### src/shared/hss_diag_pkg.sv
package hss_diag_pkg;
    localparam int CLK_PERIOD_NS = 5;
    // standby delay and retry times in ns
    localparam int STANDBY_DELAY_NS = 20000;
    localparam int RETRY_TIME_NS = 10000;
    // longest-time counts round down, never below one cycle
    localparam int STANDBY_DELAY_CYCLES =
        (STANDBY_DELAY_NS / CLK_PERIOD_NS) < 1 ? 1 :
        (STANDBY_DELAY_NS / CLK_PERIOD_NS);
    localparam int RETRY_CYCLES =
        (RETRY_TIME_NS / CLK_PERIOD_NS) < 1 ? 1 :
        (RETRY_TIME_NS / CLK_PERIOD_NS);

    // register map, byte addresses
    localparam logic [3:0] ADDR_CTRL = 4'h0;
    localparam logic [3:0] ADDR_STATUS = 4'h4;
    localparam logic [31:0] CTRL_RESET = 32'h0000_0000;
    localparam int CTRL_VARIANT_F_BIT = 0;
    localparam int STAT_STATE_LSB = 0;
    localparam int STAT_SHUT_LSB = 4;
    localparam int STAT_OPEN_LSB = 6;
    localparam int STAT_SWITCH_LSB = 8;
    localparam int STAT_SOURCE_LSB = 12;

    localparam logic [1:0] SEL_CH1 = 2'h0;
    localparam logic [1:0] SEL_CH2 = 2'h1;
    localparam logic [1:0] SEL_TEMP = 2'h2;
    localparam logic [1:0] SEL_NONE = 2'h3;

    typedef enum logic [2:0] {
        ST_STBY_DELAY = 3'b000,
        ST_STANDBY = 3'b001,
        ST_DIAGNOSTIC = 3'b010,
        ST_ACTIVE = 3'b011,
        ST_FAULT = 3'b100
    } op_state_t;

    typedef enum logic [2:0] {
        SRC_OFF = 3'b000,
        SRC_CUR1 = 3'b001,
        SRC_CUR2 = 3'b010,
        SRC_TEMP1 = 3'b011,
        SRC_TEMP2 = 3'b100,
        SRC_FAULT = 3'b101
    } sense_src_t;
endpackage : hss_diag_pkg

### src/rtl/hss_diag_ctrl.sv
`timescale 1ns/1ps
module hss_diag_ctrl
    import hss_diag_pkg::*;
#(
    parameter int STBY_CYCLES = STANDBY_DELAY_CYCLES,
    parameter int RETRY_LEN = RETRY_CYCLES
) (
    input wire logic clk_sys,
    input wire logic rst,
    input wire logic channel_one_enable,
    input wire logic channel_two_enable,
    input wire logic diag_enable,
    input wire logic sense_select_upper,
    input wire logic sense_select_lower,
    input wire logic latch_hold,
    input wire logic [1:0] thermal_trip,
    input wire logic [1:0] current_trip,
    input wire logic [1:0] vout_above_open,
    input wire logic ch2_hotter,
    input wire logic [3:0] reg_addr,
    input wire logic [31:0] reg_wdata,
    input wire logic reg_wr,
    input wire logic reg_rd,
    output logic [31:0] reg_rdata_ff,
    output sense_src_t sense_source_ff,
    output logic sense_oe_ff,
    output logic fault_pin_one_out_ff,
    output logic fault_pin_one_oe_ff,
    output logic fault_pin_two_out_ff,
    output logic fault_pin_two_oe_ff,
    output logic [1:0] switch_on_ff,
    output logic [1:0] open_detect_en_ff,
    output logic low_power_ff,
    output op_state_t op_state_ff
);
    localparam int SCW = $clog2(STBY_CYCLES + 1);
    localparam int RCW = $clog2(RETRY_LEN + 1);
    localparam logic [SCW-1:0] STBY_LAST = SCW'(STBY_CYCLES - 1);
    localparam logic [RCW-1:0] RETRY_LOAD = RCW'(RETRY_LEN);

    logic [31:0] ctrl_ff;
    logic variant_f;
    logic [1:0] en_vec;
    logic [1:0] trip;
    logic [1:0] shut_vec;
    logic [1:0] open_vec;
    logic [1:0] fault_detect;
    logic [1:0] sel_code;
    logic any_high;
    logic [SCW-1:0] stby_cnt_ff;
    logic stby_done;
    op_state_t nxt_op_state;
    sense_src_t nxt_sense_source;
    logic nxt_sense_oe;
    logic [1:0] nxt_fault_oe;

    assign variant_f = ctrl_ff[CTRL_VARIANT_F_BIT];
    assign en_vec = {channel_two_enable, channel_one_enable};
    assign trip = thermal_trip | current_trip;
    assign any_high = |en_vec | diag_enable;
    assign sel_code = {sense_select_upper, sense_select_lower};
    assign stby_done = (stby_cnt_ff == STBY_LAST);
    assign fault_detect = shut_vec | open_vec;

    // per-channel shutdown, retry timer and open-load flag
    for (genvar i = 0; i < 2; i++) begin : g_ch
        logic shut_ff;
        logic open_ff;
        logic [RCW-1:0] retry_cnt_ff;

        always_ff @(posedge clk_sys) begin
            if (rst) begin
                shut_ff <= 1'b0;
                retry_cnt_ff <= '0;
            end else if (!shut_ff) begin
                if (trip[i]) begin
                    shut_ff <= 1'b1;
                    retry_cnt_ff <= RETRY_LOAD;
                end
            end else begin
                if (retry_cnt_ff != '0) begin
                    retry_cnt_ff <= retry_cnt_ff - 1'b1;
                end else if (!trip[i] && !latch_hold) begin
                    shut_ff <= 1'b0;
                end
            end
        end

        // follows the comparator while detection is on, so the
        // diag fall and enable rise both clear it at once
        always_ff @(posedge clk_sys) begin
            if (rst) begin
                open_ff <= 1'b0;
            end else begin
                open_ff <= diag_enable && !en_vec[i]
                    && vout_above_open[i];
            end
        end

        always_ff @(posedge clk_sys) begin
            if (rst) begin
                switch_on_ff[i] <= 1'b0;
                open_detect_en_ff[i] <= 1'b0;
            end else begin
                // channel only sees its own shutdown
                switch_on_ff[i] <= en_vec[i] && !shut_ff;
                open_detect_en_ff[i] <= diag_enable
                    && !en_vec[i];
            end
        end

        assign shut_vec[i] = shut_ff;
        assign open_vec[i] = open_ff;
    end

    // standby delay counter
    always_ff @(posedge clk_sys) begin
        if (rst) begin
            stby_cnt_ff <= '0;
        end else if (any_high) begin
            stby_cnt_ff <= '0;
        end else if (!stby_done) begin
            stby_cnt_ff <= stby_cnt_ff + 1'b1;
        end
    end

    always_comb begin
        if (|shut_vec) begin
            nxt_op_state = ST_FAULT;
        end else if (|en_vec) begin
            nxt_op_state = ST_ACTIVE;
        end else if (diag_enable) begin
            nxt_op_state = ST_DIAGNOSTIC;
        end else if (op_state_ff == ST_STANDBY) begin
            nxt_op_state = ST_STANDBY;
        end else if (op_state_ff == ST_STBY_DELAY && stby_done) begin
            nxt_op_state = ST_STANDBY;
        end else begin
            nxt_op_state = ST_STBY_DELAY;
        end
    end

    always_ff @(posedge clk_sys) begin
        if (rst) begin
            op_state_ff <= ST_STBY_DELAY;
            low_power_ff <= 1'b0;
        end else begin
            op_state_ff <= nxt_op_state;
            low_power_ff <= (nxt_op_state == ST_STANDBY);
        end
    end

    // sense multiplexer and fault pins
    always_comb begin
        nxt_sense_source = SRC_OFF;
        nxt_sense_oe = 1'b0;
        nxt_fault_oe = 2'b00;
        if (!diag_enable) begin
            nxt_sense_oe = 1'b0;
        end else if (variant_f) begin
            nxt_sense_oe = 1'b1;
            // upper select ignored, no temperature here
            if (!sense_select_lower) begin
                nxt_sense_source = fault_detect[0] ? SRC_FAULT
                                                   : SRC_CUR1;
            end else begin
                nxt_sense_source = fault_detect[1] ? SRC_FAULT
                                                   : SRC_CUR2;
            end
            nxt_fault_oe = fault_detect;
        end else begin
            unique case (sel_code)
                SEL_CH1: begin
                    nxt_sense_oe = 1'b1;
                    nxt_sense_source = fault_detect[0] ? SRC_FAULT
                                                       : SRC_CUR1;
                end
                SEL_CH2: begin
                    nxt_sense_oe = 1'b1;
                    nxt_sense_source = fault_detect[1] ? SRC_FAULT
                                                       : SRC_CUR2;
                end
                SEL_TEMP: begin
                    nxt_sense_oe = 1'b1;
                    nxt_sense_source = ch2_hotter ? SRC_TEMP2
                                                  : SRC_TEMP1;
                end
                SEL_NONE: begin
                    nxt_sense_oe = 1'b0;
                end
            endcase
        end
    end

    always_ff @(posedge clk_sys) begin
        if (rst) begin
            sense_source_ff <= SRC_OFF;
            sense_oe_ff <= 1'b0;
            fault_pin_one_oe_ff <= 1'b0;
            fault_pin_two_oe_ff <= 1'b0;
            fault_pin_one_out_ff <= 1'b0;
            fault_pin_two_out_ff <= 1'b0;
        end else begin
            sense_source_ff <= nxt_sense_source;
            sense_oe_ff <= nxt_sense_oe;
            fault_pin_one_oe_ff <= nxt_fault_oe[0];
            fault_pin_two_oe_ff <= nxt_fault_oe[1];
            fault_pin_one_out_ff <= 1'b0;
            fault_pin_two_out_ff <= 1'b0;
        end
    end

    // register port
    always_ff @(posedge clk_sys) begin
        if (rst) begin
            ctrl_ff <= CTRL_RESET;
        end else if (reg_wr && reg_addr == ADDR_CTRL) begin
            ctrl_ff <= {31'h0, reg_wdata[CTRL_VARIANT_F_BIT]};
        end
    end

    always_ff @(posedge clk_sys) begin
        if (rst) begin
            reg_rdata_ff <= 32'h0000_0000;
        end else if (reg_rd) begin
            reg_rdata_ff <= 32'h0000_0000;
            if (reg_addr == ADDR_CTRL) begin
                reg_rdata_ff <= ctrl_ff;
            end else if (reg_addr == ADDR_STATUS) begin
                reg_rdata_ff[STAT_STATE_LSB +: 3] <= op_state_ff;
                reg_rdata_ff[STAT_SHUT_LSB +: 2] <= shut_vec;
                reg_rdata_ff[STAT_OPEN_LSB +: 2] <= open_vec;
                reg_rdata_ff[STAT_SWITCH_LSB +: 2] <= switch_on_ff;
                reg_rdata_ff[STAT_SOURCE_LSB +: 3] <= sense_source_ff;
            end
        end else begin
            reg_rdata_ff <= 32'h0000_0000;
        end
    end

    // checks
    property p_diag_off_hiz;
        @(posedge clk_sys) disable iff (rst)
        !diag_enable |=> !sense_oe_ff && !fault_pin_one_oe_ff
            && !fault_pin_two_oe_ff;
    endproperty
    a_diag_off_hiz: assert property (p_diag_off_hiz)
        else $error("sense or fault pin driven with diag off");

    property p_cur_fault;
        @(posedge clk_sys) disable iff (rst)
        diag_enable && !variant_f && sel_code == SEL_CH1
            && fault_detect[0] |=> sense_source_ff == SRC_FAULT;
    endproperty
    a_cur_fault: assert property (p_cur_fault)
        else $error("channel one fault not on sense");

    property p_temp_kept;
        @(posedge clk_sys) disable iff (rst)
        diag_enable && !variant_f && sel_code == SEL_TEMP
            |=> sense_source_ff == (
                $past(ch2_hotter) ? SRC_TEMP2 : SRC_TEMP1);
    endproperty
    a_temp_kept: assert property (p_temp_kept)
        else $error("temperature select not hotter channel");

    property p_flt_own;
        @(posedge clk_sys) disable iff (rst)
        variant_f && diag_enable && !fault_detect[1]
            && fault_detect[0] |=> fault_pin_one_oe_ff
            && !fault_pin_two_oe_ff && !fault_pin_one_out_ff;
    endproperty
    a_flt_own: assert property (p_flt_own)
        else $error("fault pin shows wrong channel");

    property p_ab_no_flt;
        @(posedge clk_sys) disable iff (rst)
        !variant_f |=> !fault_pin_one_oe_ff && !fault_pin_two_oe_ff;
    endproperty
    a_ab_no_flt: assert property (p_ab_no_flt)
        else $error("fault pin driven on a/b variant");

    property p_no_open_when_on;
        @(posedge clk_sys) disable iff (rst)
        channel_one_enable |=> !open_vec[0];
    endproperty
    a_no_open_when_on: assert property (p_no_open_when_on)
        else $error("open-load shown on enabled channel");

    property p_stby_restart;
        @(posedge clk_sys) disable iff (rst)
        op_state_ff == ST_STBY_DELAY && any_high
            ##1 !any_high |=> op_state_ff != ST_STANDBY;
    endproperty
    a_stby_restart: assert property (p_stby_restart)
        else $error("standby entered without full delay");

    property p_retry_hold;
        @(posedge clk_sys) disable iff (rst)
        $rose(shut_vec[0]) |-> shut_vec[0] [*8];
    endproperty
    a_retry_hold: assert property (p_retry_hold)
        else $error("shutdown released before retry timer");

    property p_fault_state;
        @(posedge clk_sys) disable iff (rst)
        |shut_vec |=> op_state_ff == ST_FAULT;
    endproperty
    a_fault_state: assert property (p_fault_state)
        else $error("fault state missed on shutdown");

    property p_independent;
        @(posedge clk_sys) disable iff (rst)
        shut_vec[0] && !shut_vec[1] && channel_two_enable
            |=> switch_on_ff[1] && !switch_on_ff[0];
    endproperty
    a_independent: assert property (p_independent)
        else $error("channel two disturbed by channel one fault");

    property p_active;
        @(posedge clk_sys) disable iff (rst)
        |en_vec && !(|shut_vec) |=> op_state_ff == ST_ACTIVE;
    endproperty
    a_active: assert property (p_active)
        else $error("not active with switch enabled");

    property p_open_det_en;
        @(posedge clk_sys) disable iff (rst)
        !diag_enable || channel_two_enable |=> !open_detect_en_ff[1];
    endproperty
    a_open_det_en: assert property (p_open_det_en)
        else $error("open-load detection on outside off-state diag");

    property p_latch_keeps;
        @(posedge clk_sys) disable iff (rst)
        shut_vec[0] && latch_hold |=> shut_vec[0];
    endproperty
    a_latch_keeps: assert property (p_latch_keeps)
        else $error("shutdown released while latch held");

    property p_no_early_standby;
        @(posedge clk_sys) disable iff (rst)
        any_high |=> op_state_ff != ST_STANDBY;
    endproperty
    a_no_early_standby: assert property (p_no_early_standby)
        else $error("standby entered with an enable high");

    c_standby: cover property (@(posedge clk_sys) disable iff (rst)
        op_state_ff == ST_STANDBY);
    c_fault_exit: cover property (@(posedge clk_sys) disable iff (rst)
        op_state_ff == ST_FAULT ##1 op_state_ff == ST_ACTIVE);
    c_temp: cover property (@(posedge clk_sys) disable iff (rst)
        sense_source_ff == SRC_TEMP2);
    c_flt_pin: cover property (@(posedge clk_sys) disable iff (rst)
        fault_pin_two_oe_ff);
endmodule : hss_diag_ctrl

### config.mk
export PLATFORM = sky130hd
export DESIGN_NAME = hss_diag_ctrl
export DESIGN_NICKNAME = d
export VERILOG_FILES = /design/src/shared/hss_diag_pkg.sv /design/src/rtl/hss_diag_ctrl.sv
export SDC_FILE = /design/constraint.sdc
export NUM_CORES = 1
export LEC_CHECK = 0
export BUFFER_PORTS_ARGS = -buffer_cell sky130_fd_sc_hd__buf_2
export CORE_ASPECT_RATIO = 1.2
export CORE_MARGIN = 2
export CORE_UTILIZATION = 50
export DETAILED_ROUTE_END_ITERATION = 12
export MAX_ROUTING_LAYER = met4
export PLACE_DENSITY = 0.82
export SLEW_MARGIN = 20
export SYNTH_ARGS = -nofsm -noshare
export SYNTH_HDL_FRONTEND = slang
export SYNTH_SLANG_ARGS = --single-unit
### constraint.sdc
create_clock -name clk_sys -period 2.6 [get_ports clk_sys]
set_clock_uncertainty 0.15 [all_clocks]
set_input_delay 0.65 -clock clk_sys [delete_from_list [all_inputs] [get_ports clk_sys]]
set_output_delay 0.65 -clock clk_sys [all_outputs]
set_load 0.02 [all_outputs]
# ---- Word level (Yosys, flattened, before mapping)
# Cells that the tools add are included.
# W data, S select, Z words.
dict set report totals {
  ram_bits 0
  ff_bits 65
  romBits 0
  in_bits 53
  mem_count 0
  latch_bits 0
}
dict set report classes {
  n_mul 0
  n_addsub 3
  reduce_logical 34
  bitwise_logic 7
  n_div 0
  magnitude_cmp 0
  n_eq_ne 9
  muxes 29
  shifts 0
}
# op count
set op_table {}
lappend op_table {{$mux W11} 6}
lappend op_table {{$reduce_bool A11 Y1} 2}
lappend op_table {{$sub A11 B1 Y11 const B} 2}
lappend op_table {{$mux W3} 6}
lappend op_table {{$mux W1} 13}
lappend op_table {{$add A12 B1 Y12 const B} 1}
lappend op_table {{$eq A12 B12 Y1 const B} 1}
lappend op_table {{$logic_and A1 B1 Y1} 10}
lappend op_table {{$reduce_or A2 Y1} 5}
lappend op_table {{$pmux W3 S3} 1}
lappend op_table {{$logic_not A1 Y1} 7}
lappend op_table {{$eq A3 B1 Y1 const B} 2}
lappend op_table {{$reduce_or A3 Y1} 2}
lappend op_table {{$eq A2 B2 Y1 const B} 2}
lappend op_table {{$eq A4 B3 Y1 const B} 1}
lappend op_table {{$logic_not A4 Y1} 1}
lappend op_table {{$mux W2} 2}
lappend op_table {{$ne A2 B1 Y1 const B} 2}
lappend op_table {{$not A1 Y1} 4}
lappend op_table {{$or A2 B2 Y2} 2}
lappend op_table {{$reduce_and A2 Y1} 2}
lappend op_table {{$reduce_bool A2 Y1} 2}
lappend op_table {{$reduce_or A4 Y1} 1}
lappend op_table {{$logic_not A3 Y1} 1}
lappend op_table {{other kinds (4)} 4}

# ---- Logic depth before layout (Yosys ltp)
# Gate-level depths: netlist (run 1).
dict set report logic_depth {
  word_depth 8
  ltp_mapped 7
  mapped_depth_nobuf 6
}

# ---- Worst setup path before layout (run 1)
# Ideal clock, no wire load.
dict set report synth_path {
  kind {flip-flop to flip-flop}
  from {register g_ch[0].retry_cnt_ff[0]}
  to {register g_ch[0].shut_ff}
  path_stages_with_launch 7
  t_arrival_ps 1688
  path_buffers 0
  slack_ps 630
  cell_sequence {dfxtp_1 inv_1 ha_1 or4b_1 or4_4 o21ai_0 a21oi_1}
}
dict set report synth_between {
  elab_chain_cells 3
}
# element line
set synth_lines {}
lappend synth_lines {{start: declaration} hss_diag_ctrl.sv:69} ;# logic [RCW-1:0] retry_cnt_ff;
lappend synth_lines {{start signal: assignment} hss_diag_ctrl.sv:82} ;# retry_cnt_ff <= retry_cnt_ff - 1'b1;
lappend synth_lines {{$reduce_bool A11 Y1} hss_diag_ctrl.sv:81} ;# if (retry_cnt_ff != '0) begin
lappend synth_lines {{$mux W1} hss_diag_ctrl.sv:81}
lappend synth_lines {{$mux W1} hss_diag_ctrl.sv:75} ;# end else if (!shut_ff) begin
lappend synth_lines {{end signal: assignment} hss_diag_ctrl.sv:73} ;# shut_ff <= 1'b0;
lappend synth_lines {{end signal: assignment} hss_diag_ctrl.sv:77} ;# shut_ff <= 1'b1;
lappend synth_lines {{end signal: assignment} hss_diag_ctrl.sv:84} ;# shut_ff <= 1'b0;
lappend synth_lines {{end: declaration} hss_diag_ctrl.sv:67} ;# logic shut_ff;
# No other way between the ends.
# A chain may end at the register's enable or synchronous reset.

# ---- Final worst setup path (run 1)
dict set report layout_path {
  from {register g_ch[0].retry_cnt_ff[0]}
  to {register g_ch[0].retry_cnt_ff[9]}
}
dict set report layout_between {
  elab_chain_cells 3
  elab_cells_between_ends 6
}
# element line
set layout_lines {}
lappend layout_lines {{$sub A11 B1 Y11 / $reduce_bool A11 Y1 (equally long branches)} {hss_diag_ctrl.sv:82, hss_diag_ctrl.sv:81}}
lappend layout_lines {{$mux W11 / $ne A2 B1 Y1 (equally long branches)} n/a}
lappend layout_lines {{$mux W11 / $reduce_and A2 Y1 (equally long branches)} n/a}
# Parallel ways exist; a longest one is shown, timed or not. The select of a mux whose other input is x is not followed.

==> flow_metrics.py, run 1 <==
metrics = {
    "synthesis": {
        "synth_most_common_cell": "dfxtp_1",
        "syn_area_um2": 2880,
        "synth-simple-area-share": 0.267,
        "synthAdderAreaFrac": 0.0217,
        "synth_top_family_by_area": "simple AND/OR/NAND/NOR gates",
        "yosys-top-cells-area": "dfxtp_1 (45%), buf_4 (5.7%), nor2_1 (4.7%)",
        "netlist_top_cells_count": "dfxtp_1 (65), nor2_1 (36), buf_4 (22)",
        "synth_top_area_cell": "dfxtp_1",
        "yosysSeqAreaShare": 0.451,
        "synthXorXnorAreaFrac": 0.0456,
        "synth.area.mux_share": 0.0178,
        "yosys.area.top_type_share": 0.451,
        "ys_async_sr_fraction": 0,
        "synth_warnings": 0,
        "yosys_most_used_dff": "dfxtp_1",
        "ys_ff_latch": 65,
        "synth_edf_count": 0,
        "synthCells": 312,
        "synth_area_per_cell_um2": 9.24,
        "yosysUniqueCellTypes": 49,
        "synth_compound_area_frac": 0.118,
    },
    "pwr": {
        "internal_power_mw": 1.63,
        "p_clk_frac": 0.370,
        "ir_drop_mv": 0.291,
        "netSwitchingFraction": 0.285,
        "p_leak_nw": 1.36,
        "power.net_switching_uw": 648,
        "p_comb_frac": 0.145,
        "seq_power_share": 0.485,
        "p_per_area_nw_per_um2": 688,
    },
    "floorplanning": {
        "fp-row-count": 30,
        "fp.coreArea_um2": 5630,
        "ioPinCount": 101,
        "start_util": 0.512,
        "die_h_um": 87.2,
        "dieArea_um2": 6390,
        "die_w_um": 73.3,
    },
    "finish": {
        "layout.nets": 421,
        "drive_above_1_share": 0.212,
        "syn_to_final_growth_pct": 14.5,
        "final_util": 0.586,
        "postLayoutCellArea_um2": 3300,
    },
    "grt": {
        "antenna_found_initial": 1,
        "grt_first_pass_wirelength_um": 9400,
        "grt_max_degree": 25,
        "grt_util_all_layers": 0.196,
        "grt_pass1_vias": 2174,
        "grt.overflow.total": 0,
    },
    "sta": {
        "period_share": 0.882,
        "hold_viol": 0,
        "grt_setup_unrepaired": "no",
        "holdWs_ns": 0.296,
        "slew_viol_final": 0,
        "tightestPinTransition_ns": 0.688,
        "setup_viol": 0,
        "fin_crit_ns": 2.29,
        "finalSetupTns_ns": 0,
        "fmax_mhz": 436,
        "slew_headroom": 0.540,
    },
    "setup_path": {
        "crit_path_max_incr_delay_ns": 0.55,
        "rrSetupSlack_ns": 0.31,
        "crit_required_ns": 2.73,
        "crit_path_top_delay_cell": "or4b_1",
        "path_buf_inv": 1,
        "critPathCaptureType": "flip-flop",
        "worst-path-max-fanout": 5,
        "crit_type": "reg2reg",
        "r2r-end": "g_ch[0].retry_cnt_ff[9]",
        "critical_path.top_delay_family": "compound AO/OA/AOI/OAI gates",
        "startpoint": "g_ch[0].retry_cnt_ff[0]",
        "r2r_cells": 6,
        "arrival_ns": 2.42,
        "worst_r2r_startpoint": "g_ch[0].retry_cnt_ff[0]",
        "worstPathCellList": "inv_1 -> ha_1 -> or4b_1 -> o41ai_2 -> o21ai_0 -> a31oi_1",
        "crit_path_start_kind": "flip-flop",
    },
    "routing": {
        "wirelength_um": 5810,
        "wire_per_inst_um": 13.4,
        "route.detailed.drc": 0,
        "antenna_left": 0,
        "via_per_inst": 5.48,
        "vias": 2371,
        "first_iter_violations": 117,
        "dr.pass1.iters": 4,
    },
    "status": {
        "status": "finished clean",
    },
    "placement": {
        "place_area_um2": 3100,
        "io_buffers": 47,
        "gp_congestion": 0.769,
        "dp_hpwl_um": 4080,
    },
    "hold_path": {
        "holdPathEnd": "reg_rdata_ff[12]",
        "hold_start": "sense_source_ff[0]",
        "hold_depth": 1,
        "min_path_type": "reg2reg",
    },
    "cts": {
        "cts_tree": "built",
        "cts.sinks": 65,
        "cts_resized": 0,
        "post_cts_buffers": 0,
        "cts_max_level": 3,
        "cts_buffers": 9,
        "clock_latency_ns": 0.35,
        "path_clk_slew_ns": 0.07,
        "cts.hold.buffers_added": 0,
        "cts_root_buf": "clkbuf_8",
        "clk_path_buf_depth": 2,
    },
    "flow_run": {
        "cap_violations": 0,
    },
}
layer usage:
layer | global-route usage | part of all wire
met2 | 0.319 | 0.50
met4 | 0.0826 | 0.024
met3 | 0.0706 | 0.052
met1 | 0.214 | 0.43
met5 | - | 0
registers in the layout, indices dropped and copies added (netlist names):
signal,cells
g_ch.retry_cnt_ff,22
reg_rdata_ff,12
stby_cnt_ff,12
op_state_ff,3
sense_source_ff,3
g_ch.open_ff,2
g_ch.shut_ff,2
open_detect_en_ff,2
switch_on_ff,2
ctrl_ff,1
fault_pin_one_oe_ff,1
fault_pin_two_oe_ff,1
low_power_ff,1
sense_oe_ff,1
power by group through the flow:
stage	clock (mW)	sequential, mW	combinational, mW
3_3_place_gp	0	1.12	0.313
4_1_cts	0.855	1.10	0.329
2_1_floorplan	0	1.12	0.267
3_5_place_dp	0	1.12	0.324
5_1_grt	0.895	1.11	0.365
6_report	0.841	1.10	0.330
cells in the final DEF (no fill, tap or decap), types with 6 or more instances in the layout:
cell	n
a21oi_1	20
a31oi_1	10
and2_1	13
buf_2	47
clkbuf_8	9
conb_1	22
dfxtp_1	65
nand2_1	10
nand2b_1	6
nand3_1	9
nor2_1	36
nor3_1	8
o21ai_0	7
or3_1	6
xnor2_1	8
xor2_1	7
worst max path at each step:
| stage | depth (start not counted) | slack [ns] | end |
|---|---|---|---|
| 2_1_floorplan | 6 | 0.63 | g_ch[0].shut_ff |
| 3_3_place_gp | 6 | 0.51 | g_ch[0].retry_cnt_ff[9] |
| 3_5_place_dp | 6 | 0.44 | g_ch[0].retry_cnt_ff[9] |
| 4_1_cts | 6 | 0.29 | g_ch[0].retry_cnt_ff[9] |
| 5_1_grt | 6 | 0.11 | g_ch[0].retry_cnt_ff[9] |
| 6_report | 6 | 0.31 | g_ch[0].retry_cnt_ff[9] |
through the flow:
| step | instances | setup WS, ns | total power, mW |
|---|---|---|---|
| floorplan | 333 | 0.630 | 1.38 |
| global placement | 416 | 0.509 | 1.43 |
| detailed placement | 416 | 0.436 | 1.45 |
| CTS | 432 | 0.295 | 2.29 |
| global route | 433 | 0.112 | 2.37 |
| finish | 433 | 0.307 | 2.27 |
cell type report:
class,count,area [um2]
multi-input combinational,231,1440
sequential,65,1300
antenna,1,2.50
fill,500,2330
tap,64,80.1
clock inverter,6,67.6
clock buffer,10,128
timing repair buffer,51,265
inverter,5,18.8
cell families after synthesis:
logic type,count (synthesis)
buf+inv,37
simple gates,132
xor+xnor,15
other cells,1
compound gates,52
flops,65
fa+ha+maj,5
mux,5
Note: power is estimated with default switching activity, not from simulation.
==> inputs of run 2 (changes only) <==
--- a/config.mk
+++ b/config.mk
@@ -8,10 +8,11 @@
 export BUFFER_PORTS_ARGS = -buffer_cell sky130_fd_sc_hd__buf_2
 export CORE_ASPECT_RATIO = 1.2
 export CORE_MARGIN = 2
-export CORE_UTILIZATION = 50
+export CORE_UTILIZATION = 51
+export CTS_BUF_LIST = sky130_fd_sc_hd__clkbuf_4 sky130_fd_sc_hd__clkbuf_8
 export DETAILED_ROUTE_END_ITERATION = 12
 export MAX_ROUTING_LAYER = met4
-export PLACE_DENSITY = 0.82
+export PLACE_DENSITY = 0.83
 export SLEW_MARGIN = 20
 export SYNTH_ARGS = -nofsm -noshare
 export SYNTH_HDL_FRONTEND = slang
==> run 2 against run 1 <==
Compared with the run above: count of clock-buffer cells in the layout stayed put; hold slack better by 0.0055 ns; critical endpoint unchanged; utilization is 0.95 points higher.
==> flow_metrics.py, run 2 (same netlist as run 1, synthesis figures left out) <==
metrics = {
    "status": {
        "status": "finished clean",
    },
    "finish": {
        "final_common_cell": "dfxtp_1",
        "num_antenna_cells": 0,
        "layout.nets": 419,
        "multiInputGateArea_um2": 1440,
        "ff_latch_area_um2": 1300,
        "mostFrequentLayoutCells": "dfxtp_1 (65), buf_2 (47), nor2_1 (36)",
        "syn_to_final_growth_pct": 14.8,
        "drive_above_1_share": 0.210,
        "largest_reg_flops": 22,
        "regMostFlops": "g_ch.retry_cnt_ff",
        "fill_cells": 486,
        "largest_registers": "g_ch.retry_cnt_ff: 22 flops, reg_rdata_ff: 12 flops, stby_cnt_ff: 12 flops",
    },
    "placement": {
        "gp_congestion": 0.779,
        "pre_cts_ws_ns": 0.444,
        "dp_hpwl_um": 3920,
        "io_buffers": 47,
    },
    "cts": {
        "cts.sinks": 65,
        "path_clk_slew_ns": 0.08,
        "cts_root_buf": "clkbuf_8",
        "cts_buffers": 9,
        "cts_tree": "built",
        "clk_path_buf_depth": 2,
        "cts.hold.buffers_added": 0,
        "post_cts_buffers": 0,
        "cts_max_level": 3,
        "cts_resized": 0,
        "clock_latency_ns": 0.35,
    },
    "floorplanning": {
        "start_util": 0.519,
        "fp.coreArea_um2": 5560,
        "fp-row-count": 30,
        "die_h_um": 86.4,
        "die_w_um": 72.6,
        "ioPinCount": 101,
        "dieArea_um2": 6270,
    },
    "sta": {
        "fin_crit_ns": 2.21,
        "slew_headroom": 0.538,
        "setup_viol": 0,
        "period_share": 0.849,
        "finalSetupTns_ns": 0,
        "fmax_mhz": 453,
        "grt_setup_unrepaired": "no",
        "worst_slack_ns": 0.392,
        "slew_viol_final": 0,
        "hold_viol": 0,
        "tightestPinTransition_ns": 0.692,
    },
    "grt": {
        "grt.overflow.total": 0,
        "grt_util_all_layers": 0.189,
        "grt_max_degree": 33,
        "grt_pass1_vias": 2060,
        "grt_first_pass_wirelength_um": 8940,
        "antenna_found_initial": 0,
    },
    "routing": {
        "wire_per_inst_um": 12.8,
        "vias": 2314,
        "antenna_left": 0,
        "highest-signal-layer": "met4",
        "via_per_inst": 5.38,
        "route.detailed.drc": 0,
        "wl_met2_um": 2760,
        "dr_wl_met3_um": 252,
        "m1WireLength_um": 2330,
        "dr.pass1.iters": 4,
        "first_iter_violations": 117,
        "wirelength_um": 5500,
    },
    "setup_path": {
        "worst-path-max-fanout": 5,
        "worstPathCellList": "inv_1 -> ha_1 -> or4b_1 -> o41ai_2 -> o21ai_0 -> a31oi_1",
        "crit_path_top_delay_cell": "or4b_1",
        "crit_type": "reg2reg",
        "crit_required_ns": 2.72,
        "crit_path_start_kind": "flip-flop",
        "crit_path_max_incr_delay_ns": 0.52,
        "critPathCaptureType": "flip-flop",
        "arrival_ns": 2.32,
    },
    "hold_path": {
        "min_path_type": "reg2reg",
    },
    "pwr": {
        "p_leak_nw": 1.37,
        "p_per_area_nw_per_um2": 720,
        "ir_drop_mv": 0.344,
    },
    "flow_run": {
        "cap_violations": 0,
    },
}
## run 2: cell types whose count changed in the layout (fill, tap and decap cells not counted)
cell	before	now
clkbuf_1	1	0
buf_4	4	2
clkbuf_4	0	1
bufinv_16	1	2
diode_2	1	0
clkinvlp_4	2	1
## run 2: metal layers
layer / vias up / GRT usage
li1: 1163 / -
met1: 1078 / 0.207
met2: 62 / 0.312
met3: 11 / 0.0349
met5: - / -
met4: 0 / 0.120
## run 2: final timing paths
path	to	start	depth (start not counted)	slack (ns)
worst min-delay path	reg_rdata_ff[14]	sense_source_ff[2]	1	0.30
worst min register to register	reg_rdata_ff[14]	sense_source_ff[2]	1	0.30
worst max-delay path	g_ch[0].retry_cnt_ff[9]	g_ch[0].retry_cnt_ff[0]	6	0.39
worst max register to register	g_ch[0].retry_cnt_ff[9]	g_ch[0].retry_cnt_ff[0]	6	0.39
## run 2: cell type report
cell class	count	area share
clock buffer	10	0.0397
timing repair buffer	49	0.0756
sequential	65	0.393
multi-input combinational	231	0.435
tap	64	0.0242
inverter	5	0.00567
clock inverter	6	0.0272
## run 2: worst max-delay path, delay by kind of cell, from the launching register on
family | cells | cell delay, ns
compound gates | 3 | 0.86
fa+ha+maj | 1 | 0.17
buf+inv | 1 | 0.11
flops | 1 | 0.33
simple gates | 1 | 0.52
## run 2: report_power, final
group,internal [mW],switching (mW)
Clock,0.554,0.405
Combinational,0.133,0.188
Sequential,1.04,0.0580
Total,1.73,0.651
## run 2: stage by stage
step	cell area (um2)	instances	utilization	total power, mW	hold slack (ns)
finish	3310	430	0.596	2.38	0.302
global route	3310	430	0.596	2.48	0.329
CTS	3310	430	0.596	2.39	0.301
detailed placement	3090	414	0.556	1.44	0.284
global placement	3090	414	0.556	1.43	0.280
floorplan	2960	333	-	1.38	0.281
==> inputs of run 3 (changes only) <==
==> constraint.sdc (replaced) <==
create_clock -name clk_sys -period 2.1 [get_ports clk_sys]
set_clock_uncertainty 0.15 [all_clocks]
set_input_delay 0.525 -clock clk_sys [delete_from_list [all_inputs] [get_ports clk_sys]]
set_output_delay 0.525 -clock clk_sys [all_outputs]
set_load 0.02 [all_outputs]
==> run 3 against run 2 <==
Compared with the run above: count of clock-buffer cells in the layout fell by 1; sequential power rose by 23%; die area did not move; critical endpoint is now g_ch[0].shut_ff.
==> flow_metrics.py, run 3 (same netlist as run 1, synthesis figures left out) <==
metrics = {
    "pwr": {
        "ir_drop_mv": 0.419,
        "p_per_area_nw_per_um2": 840,
        "seq_power_share": 0.467,
        "netSwitchingFraction": 0.286,
        "power.net_switching_uw": 829,
        "p_leak_nw": 1.45,
        "p_clk_frac": 0.368,
        "internal_power_mw": 2.07,
        "p_comb_frac": 0.165,
        "power.total_mw": 2.89,
    },
    "placement": {
        "pre_cts_ws_ns": 0.0135,
        "dp_cells": 432,
        "place_area_um2": 3220,
        "gp_congestion": 0.863,
        "dp_hpwl_um": 4070,
        "io_buffers": 47,
    },
    "floorplanning": {
        "ioPinCount": 101,
        "start_util": 0.519,
        "fp.coreArea_um2": 5560,
        "die_h_um": 86.4,
        "die_w_um": 72.6,
        "fp-row-count": 30,
        "dieArea_um2": 6270,
    },
    "cts": {
        "clk_path_buf_depth": 2,
        "post_cts_buffers": 0,
        "cts_buffers": 9,
        "clock_latency_ns": 0.35,
        "cts_tree": "built",
        "path_clk_slew_ns": 0.08,
        "cts_root_buf": "clkbuf_8",
        "cts.sinks": 65,
        "cts_max_level": 3,
        "cts.hold.buffers_added": 0,
    },
    "sta": {
        "finalSetupTns_ns": 0,
        "slew_viol_final": 0,
        "hold_viol": 0,
        "grt_setup_unrepaired": "yes",
        "tightestPinTransition_ns": 0.517,
        "fmax_mhz": 491,
        "slew_headroom": 0.652,
        "period_share": 0.970,
        "worst_slack_ns": 0.0629,
        "fin_crit_ns": 2.04,
        "setup_viol": 0,
    },
    "setup_path": {
        "worst_r2r_startpoint": "g_ch[0].retry_cnt_ff[0]",
        "critPathCaptureType": "flip-flop",
        "worst-path-max-fanout": 4,
        "startpoint": "g_ch[0].retry_cnt_ff[0]",
        "r2r-end": "g_ch[0].shut_ff",
        "crit_path_start_kind": "flip-flop",
        "arrival_ns": 2.11,
        "worstPathCellList": "inv_1 -> ha_1 -> or4b_4 -> or4_4 -> o21ai_2 -> a21oi_1",
        "rrSetupSlack_ns": 0.06,
        "crit_path_max_incr_delay_ns": 0.50,
        "critPathCapture": "g_ch[0].shut_ff",
        "r2r_cells": 6,
        "crit_path_top_delay_cell": "or4b_4",
        "crit_required_ns": 2.17,
        "crit_type": "reg2reg",
    },
    "status": {
        "status": "finished clean",
    },
    "routing": {
        "dr.pass1.iters": 4,
        "highest-signal-layer": "met4",
        "vias": 2406,
        "wire_per_inst_um": 12.9,
        "route.detailed.drc": 0,
        "dr_wl_met3_um": 234,
        "m1WireLength_um": 2410,
        "via_per_inst": 5.37,
        "wl_met2_um": 3020,
        "antenna_left": 0,
        "first_iter_violations": 103,
        "wirelength_um": 5780,
    },
    "grt": {
        "grt.overflow.total": 0,
        "antenna_found_initial": 0,
        "grt_pass1_vias": 2279,
        "grt_first_pass_wirelength_um": 9460,
        "grt_util_all_layers": 0.197,
        "grt_max_degree": 24,
    },
    "finish": {
        "finalNonFillerCells": 448,
        "layout.nets": 437,
        "largest_registers": "g_ch.retry_cnt_ff: 22 flops, reg_rdata_ff: 12 flops, stby_cnt_ff: 12 flops",
        "drive_above_1_share": 0.258,
        "largest_reg_flops": 22,
        "postLayoutCellArea_um2": 3440,
        "final_common_cell": "dfxtp_1",
        "regMostFlops": "g_ch.retry_cnt_ff",
        "num_antenna_cells": 0,
        "mostFrequentLayoutCells": "dfxtp_1 (65), buf_2 (47), nor2_1 (36)",
        "syn_to_final_growth_pct": 19.5,
    },
    "hold_path": {
        "min_path_type": "in2reg",
    },
    "flow_run": {
        "cap_violations": 0,
    },
}
[run 3: critical path: cells and delay by family (launching register included)]
kind,cells,cell delay (ns)
AND/OR/NAND/NOR,2,0.97
buffers and inverters,1,0.10
flip-flops,1,0.32
adder cells (fa/ha/maj),1,0.18
AO/OA/AOI/OAI,2,0.20
[run 3: routing by layer]
metal  vias up  global-route usage
li1       1197                   -
met1      1137               0.212
met2        61               0.344
met3        11              0.0442
met4         0              0.0875
met5         -                   -
[run 3: area by class of cell]
class | instances | area (um2)
Inverter | 5 | 18.8
Fill cell | 481 | 2110
Clock buffer | 9 | 124
Clock inverter | 7 | 77.6
Multi-Input combinational cell | 231 | 1460
Timing Repair Buffer | 67 | 385
Sequential cell | 65 | 1300
Tap cell | 64 | 80.1
[run 3: power by group through the flow]
stage               combinational, mW  sequential [mW]  clock, mW
detailed placement              0.461             1.38          0
global route                    0.525             1.36       1.14
CTS                             0.469             1.35       1.08
floorplan                       0.330             1.38          0
global placement                0.448             1.37          0
finish                          0.478             1.35       1.06
[run 3: metrics by stage]
stage,hold WS (ns),utilization
2_1_floorplan,0.281,-
3_3_place_gp,0.280,0.580
3_5_place_dp,0.289,0.580
4_1_cts,0.225,0.617
5_1_grt,0.234,0.620
6_report,0.230,0.620
[run 3: worst min-delay path by stage]
| stage | startpoint | end | slack [ns] | depth (start not counted) |
|---|---|---|---|---|
| 2_1_floorplan | g_ch[0].open_ff | reg_rdata_ff[6] | 0.28 | 1 |
| 3_3_place_gp | sense_source_ff[1] | reg_rdata_ff[13] | 0.28 | 1 |
| 3_5_place_dp | sense_source_ff[1] | reg_rdata_ff[13] | 0.29 | 1 |
| 4_1_cts | vout_above_open[1] | g_ch[1].open_ff | 0.23 | 2 |
| 5_1_grt | vout_above_open[1] | g_ch[1].open_ff | 0.23 | 2 |
| 6_report | vout_above_open[1] | g_ch[1].open_ff | 0.23 | 2 |
[run 3: timing repair]
action | 4_1_cts | 5_1_grt
endpoints found under the setup margin | 1 | 9
endpoints found under the hold margin | 0 | 0
pin swaps | 0 | 0
resized for setup | 1 | 4
